===== config.mk =====
export PLATFORM = sky130hd
export DESIGN_NAME = mag_addr_gen
export DESIGN_NICKNAME = d
export VERILOG_FILES = /design/src/design/mag_pkg.sv /design/src/design/mag_addr_gen.sv
export VERILOG_INCLUDE_DIRS = /design/src /design/src/design
export SDC_FILE = /design/constraint.sdc
export NUM_CORES = 1
export LEC_CHECK = 0
export BUFFER_PORTS_ARGS = -buffer_cell sky130_fd_sc_hd__buf_2
export CAP_MARGIN = 0
export CELL_PAD_IN_SITES_DETAIL_PLACEMENT = 1
export CELL_PAD_IN_SITES_GLOBAL_PLACEMENT = 2
export CORE_ASPECT_RATIO = 0.75
export CORE_UTILIZATION = 35
export CTS_BUF_LIST = sky130_fd_sc_hd__clkbuf_4
export DETAILED_ROUTE_END_ITERATION = 8
export PLACE_DENSITY = 0.89
export SLEW_MARGIN = 10
export SYNTH_ARGS = -nofsm -noshare
export SYNTH_HDL_FRONTEND = slang
export SYNTH_SLANG_ARGS = --single-unit

===== constraint.sdc =====
create_clock -name clk -period 2.9 [get_ports clk]
set_input_delay 0.58 -clock clk [delete_from_list [all_inputs] [get_ports clk]]
set_output_delay 0.58 -clock clk [all_outputs]
set_load 0.1 [all_outputs]

===== src/design/mag_map.svh =====
// constants of the address-generation block
`ifndef MAG_MAP_SVH
`define MAG_MAP_SVH
`define MAG_PC_ZERO       14'h0000
`define MAG_PC_STEP       14'h0001
`define MAG_PC_STEP2      14'h0002
`define MAG_INPAGE_TAG    2'h3
`define MAG_ZPAGE_TAG     4'h8
`define MAG_OP_LJUMP      6'h28
`define MAG_OP_LBRANCH    6'h29
`define MAG_OP_LSUB       6'h2A
`define MAG_OP_TJUMP      6'h2B
`define MAG_OP_TFETCH     6'h2C
`define MAG_OP_RDIRECT    6'h2D
`define MAG_OP_SCR_LOAD   6'h2E
`define MAG_OP_SCR_SWAP   6'h2F
`define MAG_OP_RINDIRECT  6'h24
`define MAG_SCRATCH_BASE  10'h040
`define MAG_TBL_ACC_BIT   8
`define MAG_TBL_PORT_BIT  9
`define MAG_TBL_TOP       2'h0
`endif


===== src/design/mag_pkg.sv =====
// types of the address-generation block
package mag_pkg;
   typedef enum logic [1:0] {
      MAG_S_FETCH = 2'b00,
      MAG_S_DEC   = 2'b01,
      MAG_S_OPND  = 2'b10,
      MAG_S_TBL   = 2'b11
   } mag_state_t;
   typedef enum logic [1:0] {
      MAG_RAM_INDIRECT = 2'b00,
      MAG_RAM_DIRECT   = 2'b01,
      MAG_RAM_SCRATCH  = 2'b10,
      MAG_RAM_SWAP     = 2'b11
   } mag_ram_mode_t;
   typedef struct packed {
      mag_ram_mode_t mode;
      logic [9:0]    addr;
   } mag_ram_req_t;
endpackage


===== src/design/mag_addr_gen.sv =====
// address generation and table fetch logic of the 4-bit core
`timescale 1ns/1ns
`include "mag_map.svh"
// What this block does
// - instruction words are ten bits wide
// - indirect RAM address is bank,row,column concatenated
// - direct RAM: two words, second is address
// - sixteen scratch registers reached by two ops
// - long ops replace all fourteen PC bits
// - sixty-four pages of 256 words each
// - in-page jump replaces low eight PC bits
// - jump at page end lands next page
// - zero-page call: six bits, upper zero
// - table jump from imm4, acc, extension
// - table fetch bit 8 writes accumulator pair
// - table fetch bit 9 writes port registers
// - both bits set update both targets
// - table fetch only advances PC normally
module mag_addr_gen #(
   parameter int PC_W = 14
) (
   input  wire logic                 clk,
   input  wire logic                 rst_n,
   input  wire logic                 ce,
   input  wire logic [9:0]           rom_data,
   input  wire logic [3:0]           acc_in,
   input  wire logic [3:0]           acc_ext_in,
   input  wire logic [1:0]           bank_sel,
   input  wire logic [3:0]           row_ptr,
   input  wire logic [3:0]           col_ptr,
   output logic [PC_W-1:0]           rom_addr_q,
   output logic [PC_W-1:0]           pc_q,
   output logic                      ram_req_q,
   output mag_pkg::mag_ram_req_t     ram_q,
   output logic                      acc_wr_q,
   output logic [3:0]                acc_q,
   output logic [3:0]                acc_ext_q,
   output logic                      port_wr_q,
   output logic [3:0]                port_group_one_out_q,
   output logic [3:0]                port_group_two_out_q
);
   // ***********************************
   // decode
   // ***********************************
   mag_pkg::mag_state_t   state_q;
   logic [5:0]            op_q;
   logic [5:0]            op6;
   logic [PC_W-1:0]       pc_inc;
   logic [PC_W-1:0]       tbl_addr;
   logic [3:0]            pc_hi_q;

   assign op6      = rom_data[9:4];
   assign pc_inc   = pc_q + `MAG_PC_STEP;
   assign tbl_addr = {`MAG_TBL_TOP, rom_data[3:0], acc_ext_in, acc_in};

   // ***********************************
   // sequencer
   // ***********************************
   always_ff @(posedge clk) begin
      if (!rst_n) begin
         state_q <= mag_pkg::MAG_S_FETCH;
         op_q    <= 6'h00;
      end else if (ce) begin
         case (state_q)
            mag_pkg::MAG_S_FETCH: state_q <= mag_pkg::MAG_S_DEC;
            mag_pkg::MAG_S_DEC: begin
               op_q <= op6;
               if (op6 == `MAG_OP_LJUMP || op6 == `MAG_OP_LBRANCH || op6 == `MAG_OP_LSUB ||
                   op6 == `MAG_OP_RDIRECT) begin
                  state_q <= mag_pkg::MAG_S_OPND;
               end else if (op6 == `MAG_OP_TFETCH) begin
                  state_q <= mag_pkg::MAG_S_TBL;
               end else begin
                  state_q <= mag_pkg::MAG_S_FETCH;
               end
            end
            mag_pkg::MAG_S_OPND: state_q <= mag_pkg::MAG_S_FETCH;
            mag_pkg::MAG_S_TBL:  state_q <= mag_pkg::MAG_S_FETCH;
            default:             state_q <= mag_pkg::MAG_S_FETCH;
         endcase
      end
   end

   // ***********************************
   // program counter
   // ***********************************
   always_ff @(posedge clk) begin
      if (!rst_n) begin
         pc_q <= `MAG_PC_ZERO;
      end else if (ce) begin
         if (state_q == mag_pkg::MAG_S_DEC) begin
            if (rom_data[9:8] == `MAG_INPAGE_TAG) begin
               pc_q <= {pc_inc[PC_W-1:8], rom_data[7:0]};
            end else if (rom_data[9:6] == `MAG_ZPAGE_TAG) begin
               pc_q <= {{(PC_W-6){1'b0}}, rom_data[5:0]};
            end else if (op6 == `MAG_OP_TJUMP) begin
               pc_q <= tbl_addr;
            end else if (op6 == `MAG_OP_LJUMP || op6 == `MAG_OP_LBRANCH || op6 == `MAG_OP_LSUB ||
                         op6 == `MAG_OP_RDIRECT) begin
               pc_q <= pc_q;
            end else begin
               pc_q <= pc_inc;
            end
         end else if (state_q == mag_pkg::MAG_S_OPND) begin
            if (op_q == `MAG_OP_RDIRECT) begin
               pc_q <= pc_q + `MAG_PC_STEP2;
            end else begin
               pc_q <= {pc_hi_q, rom_data};
            end
         end
      end
   end

   // high four target bits held from the first word
   always_ff @(posedge clk) begin
      if (!rst_n) begin
         pc_hi_q <= 4'h0;
      end else if (ce && state_q == mag_pkg::MAG_S_DEC) begin
         pc_hi_q <= rom_data[3:0];
      end
   end

   // ***********************************
   // ROM address
   // ***********************************
   always_ff @(posedge clk) begin
      if (!rst_n) begin
         rom_addr_q <= `MAG_PC_ZERO;
      end else if (ce) begin
         if (state_q == mag_pkg::MAG_S_FETCH) begin
            rom_addr_q <= pc_q;
         end else if (state_q == mag_pkg::MAG_S_DEC && op6 == `MAG_OP_TFETCH) begin
            rom_addr_q <= tbl_addr;
         end else if (state_q == mag_pkg::MAG_S_DEC) begin
            rom_addr_q <= pc_inc;
         end
      end
   end

   // ***********************************
   // RAM address
   // ***********************************
   always_ff @(posedge clk) begin
      if (!rst_n) begin
         ram_req_q <= 1'b0;
         ram_q     <= '{mode: mag_pkg::MAG_RAM_INDIRECT, addr: 10'h000};
      end else if (ce) begin
         ram_req_q <= 1'b0;
         if (state_q == mag_pkg::MAG_S_DEC && op6 == `MAG_OP_RINDIRECT) begin
            ram_req_q <= 1'b1;
            ram_q     <= '{mode: mag_pkg::MAG_RAM_INDIRECT, addr: {bank_sel, row_ptr, col_ptr}};
         end else if (state_q == mag_pkg::MAG_S_DEC &&
                      (op6 == `MAG_OP_SCR_LOAD || op6 == `MAG_OP_SCR_SWAP)) begin
            ram_req_q      <= 1'b1;
            ram_q.mode     <= (op6 == `MAG_OP_SCR_LOAD) ? mag_pkg::MAG_RAM_SCRATCH : mag_pkg::MAG_RAM_SWAP;
            ram_q.addr     <= `MAG_SCRATCH_BASE | {6'h00, rom_data[3:0]};
         end else if (state_q == mag_pkg::MAG_S_OPND && op_q == `MAG_OP_RDIRECT) begin
            ram_req_q <= 1'b1;
            ram_q     <= '{mode: mag_pkg::MAG_RAM_DIRECT, addr: rom_data};
         end
      end
   end

   // ***********************************
   // table fetch writes
   // ***********************************
   always_ff @(posedge clk) begin
      if (!rst_n) begin
         acc_wr_q             <= 1'b0;
         port_wr_q            <= 1'b0;
         acc_q                <= 4'h0;
         acc_ext_q            <= 4'h0;
         port_group_one_out_q <= 4'h0;
         port_group_two_out_q <= 4'h0;
      end else if (ce) begin
         acc_wr_q  <= 1'b0;
         port_wr_q <= 1'b0;
         if (state_q == mag_pkg::MAG_S_TBL) begin
            if (rom_data[`MAG_TBL_ACC_BIT]) begin
               acc_wr_q  <= 1'b1;
               acc_q     <= rom_data[3:0];
               acc_ext_q <= rom_data[7:4];
            end
            if (rom_data[`MAG_TBL_PORT_BIT]) begin
               port_wr_q            <= 1'b1;
               port_group_one_out_q <= rom_data[3:0];
               port_group_two_out_q <= rom_data[7:4];
            end
         end
      end
   end
endmodule // mag_addr_gen


# Word-level counts from Yosys, hierarchy flattened

Cells that the tools add are included.

Reductions and logical operators: 20
Mux-type cells: 24
Equal/unequal tests: 16
Add/subtract/negate cells: 2

Operators with widths:

| operator                                            | count |
|---|---|
| two-way mux 14 bit                                  | 10 |
| equality test 6 bit, second input constant          | 10 |
| two-way mux 12 bit                                  | 3 |
| adder 14 x 1 -> 14 bit, second input constant       | 1 |
| adder 14 x 2 -> 14 bit, second input constant       | 1 |
| AND reduction 3 bit                                 | 3 |
| two-way mux 1 bit                                   | 8 |
| equality test 2 bit, second input constant          | 3 |
| one-hot mux 2 bit (3 select lines)                  | 1 |
| AND reduction 2 bit                                 | 3 |
| nonzero test 3 bit                                  | 2 |
| logical AND 1 bit                                   | 5 |
| inequality test 5 bit, second input constant        | 1 |
| equality test 4 bit, second input constant          | 1 |
| logical OR 1 bit                                    | 4 |
| two-way mux 2 bit                                   | 2 |
| equality test 2 x 1 -> 1 bit, second input constant | 1 |
| zero test 2 bit                                     | 1 |
| nonzero test 2 bit                                  | 1 |
| OR reduction 2 bit                                  | 1 |

Word-level logic and storage cells: 76
Output and inout port bits: 59
Register bits: 71
Input bits: 31

# Logic depth before layout (Yosys ltp)

Gate-level depths: netlist of the first run.

Depth after elaboration: 9
Gate-level depth with buffers: 10
Mapped depth without buffers: 7

# Worst setup path before layout of the first run

Ideal clock, no wire load.

Kind: register -> register
Start: register pc_q[1]
End: register rom_addr_q[10]
Arrival time: 2.633 ns
Required time: 2.833 ns
Path slack: 0.200 ns
Path buffers: 0
Clock period less this slack: 2.700 ns
Library setup time: 0.067 ns
Cell stages (with the launch flop): 7
Path through: dfxtp_1 ha_1 nand3_2 or4_1 and3_1 o31a_1 nor2_1

Word-level cells in the longest chain between the ends: 4

Ends and longest elaborated chain:

| what                             | line                | text |
|---|---|---|
| start, declared                  | mag_addr_gen.sv:32  | `output logic [PC_W-1:0] pc_q,` |
| start signal, assigned           | mag_addr_gen.sv:89  | `` pc_q <= `MAG_PC_ZERO; `` |
| start signal, assigned           | mag_addr_gen.sv:93  | `pc_q <= {pc_inc[PC_W-1:8], rom_data[7:0]};` |
| start signal, assigned           | mag_addr_gen.sv:95  | `pc_q <= {{(PC_W-6){1'b0}}, rom_data[5:0]};` |
| adder 14 x 1 -> 14 bit (no line) | n/a                 |  |
| two-way mux 14 bit               | mag_addr_gen.sv:134 | `end else if (state_q == mag_pkg::MAG_S_DEC) begin` |
| two-way mux 14 bit               | mag_addr_gen.sv:132 | `` end else if (state_q == mag_pkg::MAG_S_DEC && op6 == `MAG_OP_TFETCH) begin `` |
| two-way mux 14 bit               | mag_addr_gen.sv:130 | `if (state_q == mag_pkg::MAG_S_FETCH) begin` |
| end signal, assigned             | mag_addr_gen.sv:131 | `rom_addr_q <= pc_q;` |
| end signal, assigned             | mag_addr_gen.sv:133 | `rom_addr_q <= tbl_addr;` |
| end signal, assigned             | mag_addr_gen.sv:135 | `rom_addr_q <= pc_inc;` |
| end, declared                    | mag_addr_gen.sv:31  | `output logic [PC_W-1:0] rom_addr_q,` |

Every way passes these cells. The select of a mux whose other input is x is not followed.
A chain may end at the register's enable or synchronous reset.

# Final worst setup path of the first run

Start: register state_q[1]
End: register ram_q[0] (netlist bit)

Word-level cells in the longest chain between the ends: 4
Elaborated cells on any way between the ends: 9
Those cells by class: eq/ne (2); mux (2); reduce/logical (5)

Ends and longest elaborated chain:

| what                                                                | line                                                          | text |
|---|---|---|
| start, declared                                                     | mag_addr_gen.sv:45                                            | `mag_pkg::mag_state_t state_q;` |
| start signal, assigned                                              | mag_addr_gen.sv:61                                            | `state_q <= mag_pkg::MAG_S_FETCH;` |
| start signal, assigned                                              | mag_addr_gen.sv:65                                            | `mag_pkg::MAG_S_FETCH: state_q <= mag_pkg::MAG_S_DEC;` |
| start signal, assigned                                              | mag_addr_gen.sv:70                                            | `state_q <= mag_pkg::MAG_S_OPND;` |
| equality test 2 x 1 -> 1 bit or equality test 2 bit (tied branches) | mag_addr_gen.sv:149, mag_addr_gen.sv:152, mag_addr_gen.sv:157 |  |
| logical AND 1 bit, on equally long branches                         | n/a                                                           |  |
| nonzero test 3 bit (no line) or two-way mux 12 bit (tied branches)  | n/a                                                           |  |
| AND reduction 2 bit (no line) or two-way mux 12 bit (tied branches) | n/a                                                           |  |
| end signal, assigned                                                | mag_addr_gen.sv:146                                           | `ram_q <= '{mode: mag_pkg::MAG_RAM_INDIRECT, addr: 10'h000};` |
| end signal, assigned                                                | mag_addr_gen.sv:151                                           | `ram_q <= '{mode: mag_pkg::MAG_RAM_INDIRECT, addr: {bank_sel, row_ptr, col_ptr}};` |
| end signal, assigned                                                | mag_addr_gen.sv:159                                           | `ram_q <= '{mode: mag_pkg::MAG_RAM_DIRECT, addr: rom_data};` |
| end, declared                                                       | mag_addr_gen.sv:34                                            | `output mag_pkg::mag_ram_req_t ram_q,` |

Several ways; a longest one is shown, not always the timed one.

==> results_dict.tcl, run 1 <==
set metrics [dict create \
    num_vias 4403 \
    drive_above_1_share_pct 24.7 \
    num_rows 34 \
    cp-start-kind "register" \
    peakVddDrop_mv 0.143 \
    fin_crit_ns 2.43 \
    grt_pass1_vias 4405 \
    port_buffers 89 \
    synth_area_leaders "dfxtp_1, nand2_1, a21boi_0" \
    critPathKind "reg2reg" \
    required_ns 3.27 \
    max-slew-margin-rel_pct 51.6 \
    synth-async-reset-ratio_pct 0 \
    synth-seq-cells 71 \
    coreArea_um2 11700 \
    fin_hold_ws_ns 0.388 \
    fmax_ghz 0.411 \
    dr.pass1.iters 5 \
    final_core_util_pct 42.5 \
    crit_path_end_kind "register" \
    timing.rr.start "state_q[1]$_SDFFE_PN0P_" \
    numCtsBuffers 9 \
    ys_seq_area_share_pct 33.6 \
    layout.nets 644 \
    dpl.hpwl_mm 11.1 \
    place.gp.congestion 0.868 \
    ys_warn_count 0 \
    maxCapViolCount 0 \
    clk_transition_reported_paths_ns 0.13 \
    insertion_delay_ns 0.47 \
    finalCritPeriodShare_pct 84.0 \
    grt-ovfl-total 0 \
    grt_pass1_wl_mm 24.6 \
    finalPower_mw 2.30 \
    layout_commonest_cell "buf_2" \
    cts_tree "yes" \
    status "complete, no violations" \
    setup-violations-final 0 \
    crit_fanout 25 \
    cp-startpoint "state_q[1]$_SDFFE_PN0P_" \
    die_h_um 97.2 \
    dieArea_um2 12500 \
    ctsHoldBuffers 0 \
    fin_setup_tns_ns 0 \
    numClockSinks 71 \
    hp-class "in2reg" \
    initial_core_util_pct 36.2 \
    cts-root-buf "clkbuf_4" \
    wl_per_cell_um 20.1 \
    hold_start "col_ptr[0]" \
    p_per_area_nw_per_um2 462 \
    layout_common_cells "buf_2, nand2_1, dfxtp_1" \
    post_cts_buffers 0 \
    die_w_um 129 \
    ys_types 69 \
    num_antenna_cells 0 \
    netlist_area_um2 4230 \
    dp_slack_ns 0.401 \
    fin_ws_ns 0.465 \
    synth_edf_count 0 \
    syn_to_final_growth_pct 17.4 \
    hold_viol_final 0 \
    postSynthCellCount 534 \
    cp.arrival_ns 2.80 \
    synth_nets 572 \
    rsz0062_at_grt "false" \
    synth_top_cell_by_area "dfxtp_1" \
    p_leak_nw 2.01 \
    post_drt_via_cell_ratio 5.70 \
    cts-htree-levels 3 \
    num_io_pins 90 \
    postRouteAntennaNets 0 \
    yosys.area.top_type_share_pct 33.6 \
    ys.flop_type "dfxtp_1" \
    finClkSkew_ns 0.0172 \
    post_cts_resized 0 \
    grt_start_max_net_pins 35 \
    worstMarginPinSlew_ns 0.726 \
    avgSynthCellArea_um2 7.93 \
    wirelength_mm 15.6 \
    antenna_found_initial 0 \
    first_iter_violations 395 \
    grt_usage_pct 25.9 \
    report.final.slew_viol_count 0 \
    clock_path_buffers 2 \
    drcViolationCount 0 \
]
==> kinds of logic after synthesis <==
family	count (synthesis)	synth area share [%]
AO/OA/AOI/OAI	171	28.9
XOR/XNOR	16	3.31
adder cells (fa/ha/maj)	7	2.07
buffers and inverters	57	6.00
flip-flops	71	33.6
multiplexers	12	2.93
AND/OR/NAND/NOR	200	23.2
==> layout make-up <==
type / instances / area, µm²
inverter: 8 / 30.0
sequential: 71 / 1420
clock inverter: 7 / 87.6
multi-input combinational: 406 / 2560
clock buffer: 9 / 67.6
timing repair buffer: 110 / 603
fill: 1465 / 6730
tap: 162 / 203
==> registers in the layout, indices dropped and copies added, names as in the netlist <==
name	flops
ram_q	12
op_q	6
acc_wr_q	1
pc_hi_q	4
pc_q	14
port_wr_q	1
acc_ext_q	4
acc_q	4
port_group_one_out_q	4
rom_addr_q	14
port_group_two_out_q	4
state_q	2
ram_req_q	1
==> metrics by stage <==
| stage | cell area (µm²) | cells |
|---|---|---|
| final | 4970 | 773 |
| after global routing | 4970 | 773 |
| after CTS | 4970 | 773 |
| after detailed placement | 4810 | 757 |
| after global placement | 4810 | 757 |
| after floorplan | 4230 | 534 |
==> worst max-delay path, cell delays in order (launching register included) <==
cell and delay (ns):
dfxtp_1 0.36, inv_1 0.13, ha_1 0.26, buf_4 0.35, nand4_1 0.38, a31oi_4 0.24, buf_4 0.30, nor2_1 0.07
a311oi_1 0.25
==> metal layers <==
layer / share of wire [%] / GRT usage [%]
met4: 1.1 / 5.43
met1: 48 / 37.0
met3: 6.4 / 6.33
met5: 0 / 0
met2: 45 / 39.3
==> report_power, final <==
group / internal (mW) / switching (mW) / total (mW)
Combinational: 0.130 / 0.393 / 0.523
Clock: 0.285 / 0.442 / 0.727
Sequential: 1.01 / 0.0389 / 1.05
Total: 1.42 / 0.874 / 2.30
==> cell usage after synthesis (all sizes together) (4+ instances only) <==
cell	instances
o21ai	36
or4	4
and3	5
o31ai	4
nor4	4
inv	7
nor3	12
a211oi	10
nand3b	5
and2	4
a21boi	27
a211o	4
nand3	18
dfxtp	71
clkbuf	30
nor2	34
a311oi	6
nand2	85
o211ai	9
ha	7
mux2i	9
a31oi	9
nor2b	5
xnor2	11
buf	19
nand4	6
or3	8
xor2	5
a21oi	31
o21a	6
==> final timing paths <==
check / to / depth (start not counted) / slack [ns]
setup / recovery: ram_q[0]$_SDFFE_PN0P_ / 8 / 0.47
setup reg to reg: ram_q[0]$_SDFFE_PN0P_ / 8 / 0.47
hold reg to reg: port_group_one_out_q[1]$_SDFFE_PN0P_ / 2 / 0.47
hold / removal: ram_q[0]$_SDFFE_PN0P_ / 3 / 0.39
Power figures use the tool's default switching activity.
==> run 2, diff against run 1 <==
- CORE_UTILIZATION: 35 -> 33
- PLACE_DENSITY: 0.89 -> 0.84
- clock period: 2.9 -> 2.5 ns (I/O delays scaled with it)
==> run 2 against run 1 <==
Clock skew down 0.0033 ns. Non-clock buffer count up 9. First-iteration DRC count down 16%. Fmax up 4.8%. Cell count up 1.8%. Combinational power up 17%. Routed wire length up 2.8%. Sequential cell count unchanged. Sequential share of layout area down 0.54 points. Critical path depth down 1. Highest routed layer unchanged.
==> results_dict.tcl, run 2 (synthesis results as in run 1) <==
set metrics [dict create \
    peakVddDrop_mv 0.235 \
    layout_common_cells "buf_2, nand2_1, dfxtp_1" \
    cpPeakStageDelay_ns 0.50 \
    drive_above_1_share_pct 26.5 \
    initial_core_util_pct 34.2 \
    layout_commonest_cell "buf_2" \
    post_drt_via_cell_ratio 5.60 \
    cp.arrival_ns 2.65 \
    fin_crit_ns 2.32 \
    critical_path.cell_chain "inv_1 -> ha_1 -> nand2_1 -> a31oi_2 -> buf_4 -> nor2_1 -> a311oi_1" \
    crit_fanout 11 \
    p_leak_nw 2.05 \
    dpl.hpwl_mm 12.0 \
    setup-violations-final 0 \
    wl_per_cell_um 20.3 \
    cp-start-kind "register" \
    fin_area_um2 5080 \
    layout.nets 653 \
    report.final.slew_viol_count 0 \
    wirelength_mm 16.0 \
    grt-ovfl-total 0 \
    maxCapViolCount 0 \
    ctsHoldBuffers 0 \
    hold_viol_final 0 \
    grt_pass1_vias 4213 \
    worstMarginPinSlew_ns 0.569 \
    num_rows 35 \
    hold_path_depth 3 \
    dr.pass1.iters 5 \
    numCtsBuffers 9 \
    die_h_um 100 \
    insertion_delay_ns 0.45 \
    rsz0062_at_grt "false" \
    cts_tree "yes" \
    crit_path_end_kind "register" \
    num_vias 4405 \
    finalPower_mw 2.71 \
    p_per_area_nw_per_um2 533 \
    cts-root-buf "clkbuf_4" \
    clock_path_buffers 2 \
    status "complete, no violations" \
    antenna_found_initial 1 \
    finalCritPeriodShare_pct 92.9 \
    required_ns 2.83 \
    num_io_pins 90 \
    post_cts_buffers 0 \
    grt_pass1_wl_mm 24.9 \
    post_cts_resized 0 \
    max-slew-margin-rel_pct 61.1 \
    rr_endpoint "pc_q[7]$_SDFFE_PN0P_" \
    grt_usage_pct 24.8 \
    hp-class "in2reg" \
    grt_start_max_net_pins 47 \
    r2r_setup_slack_ns 0.18 \
    clk_transition_reported_paths_ns 0.13 \
    coreArea_um2 12400 \
    hold_end "ram_q[0]$_SDFFE_PN0P_" \
    numClockSinks 71 \
    port_buffers 89 \
    finClkSkew_ns 0.0139 \
    dieArea_um2 13300 \
    place.gp.congestion 0.926 \
    syn_to_final_growth_pct 20.1 \
    first_iter_violations 333 \
    critPathKind "reg2reg" \
    placed_cell_area_um2 4920 \
    hold_start "col_ptr[0]" \
    top_regs "pc_q (14), rom_addr_q (14), ram_q (12)" \
    die_w_um 133 \
    fmax_ghz 0.430 \
    postRouteAntennaNets 0 \
    cp_slowest_cell "a31oi_2" \
    drcViolationCount 0 \
    rr_worst_depth 7 \
    cts-htree-levels 3 \
    timing.rr.start "state_q[1]$_SDFFE_PN0P_" \
]
## run 2: changes by cell type in the layout (fill, tap and decap cells not counted), moves of 2 or more
cell / previous run / this run
buf_4: 21 / 28
dfxtp_1: 71 / 67
buf_12: 0 / 2
inv_6: 3 / 0
inv_8: 2 / 0
dfxtp_2: 0 / 4
## run 2: power by group
| group | switching (mW) | internal (mW) | leakage, nW |
|---|---|---|---|
| sequential | 0.0502 | 1.17 | 0.578 |
| clock | 0.464 | 0.413 | 0.0840 |
| combinational | 0.456 | 0.158 | 1.39 |
## run 2: worst max-delay path by stage
| stage | startpoint | to | cells past startpoint | slack (ns) |
|---|---|---|---|---|
| 4_1_cts | state_q[1]$_SDFFE_PN0P_ | pc_q[0]$_SDFFE_PN0P_ | 7 | 0.08 |
| 3_3_place_gp | rom_data[8] | pc_q[0]$_SDFFE_PN0P_ | 7 | 0.17 |
| 3_5_place_dp | rom_data[8] | pc_q[0]$_SDFFE_PN0P_ | 7 | 0.12 |
| 6_report | state_q[1]$_SDFFE_PN0P_ | pc_q[7]$_SDFFE_PN0P_ | 7 | 0.18 |
| 5_1_grt | state_q[1]$_SDFFE_PN0P_ | pc_q[7]$_SDFFE_PN0P_ | 7 | 0.05 |
| 2_1_floorplan | pc_q[5]$_SDFFE_PN0P_ | rom_addr_q[10]$_SDFFE_PN0P_ | 6 | -0.05 |
## run 2: cell type report
| type | instances | area (µm²) |
|---|---|---|
| inverter | 8 | 30.0 |
| timing repair buffer | 119 | 696 |
| multi-input combinational | 406 | 2560 |
| tap | 166 | 208 |
| clock buffer | 10 | 75.1 |
| sequential | 71 | 1430 |
| clock inverter | 6 | 85.1 |
| antenna | 1 | 2.50 |
| fill | 1553 | 7310 |
## run 2: critical path: cells and delay by family, from the launching register on
| kind | cells | cell delay (ns) |
|---|---|---|
| flops | 1 | 0.41 |
| simple gates | 2 | 0.17 |
| fa+ha+maj | 1 | 0.35 |
| buf+inv | 2 | 0.42 |
| compound gates | 2 | 0.85 |
## run 2: metrics by stage
stage	hold WS, ns	std cells	TNS [ns]	setup slack (ns)	utilization (%)
4_1_cts	0.286	786	0	0.0828	41.0
6_report	0.310	787	0	0.177	41.0
3_5_place_dp	0.457	770	0	0.120	39.7
3_3_place_gp	0.449	770	0	0.168	39.7
2_1_floorplan	0.439	534	-0.0484	-0.0484	-
5_1_grt	0.306	787	0	0.0455	41.0
## run 2: per-layer routing
metal | GRT usage [%] | wire (µm)
met3 | 3.69 | 858
met2 | 37.2 | 7030
met1 | 37.2 | 8030
met4 | 5.66 | 89
met5 | 0 | 0
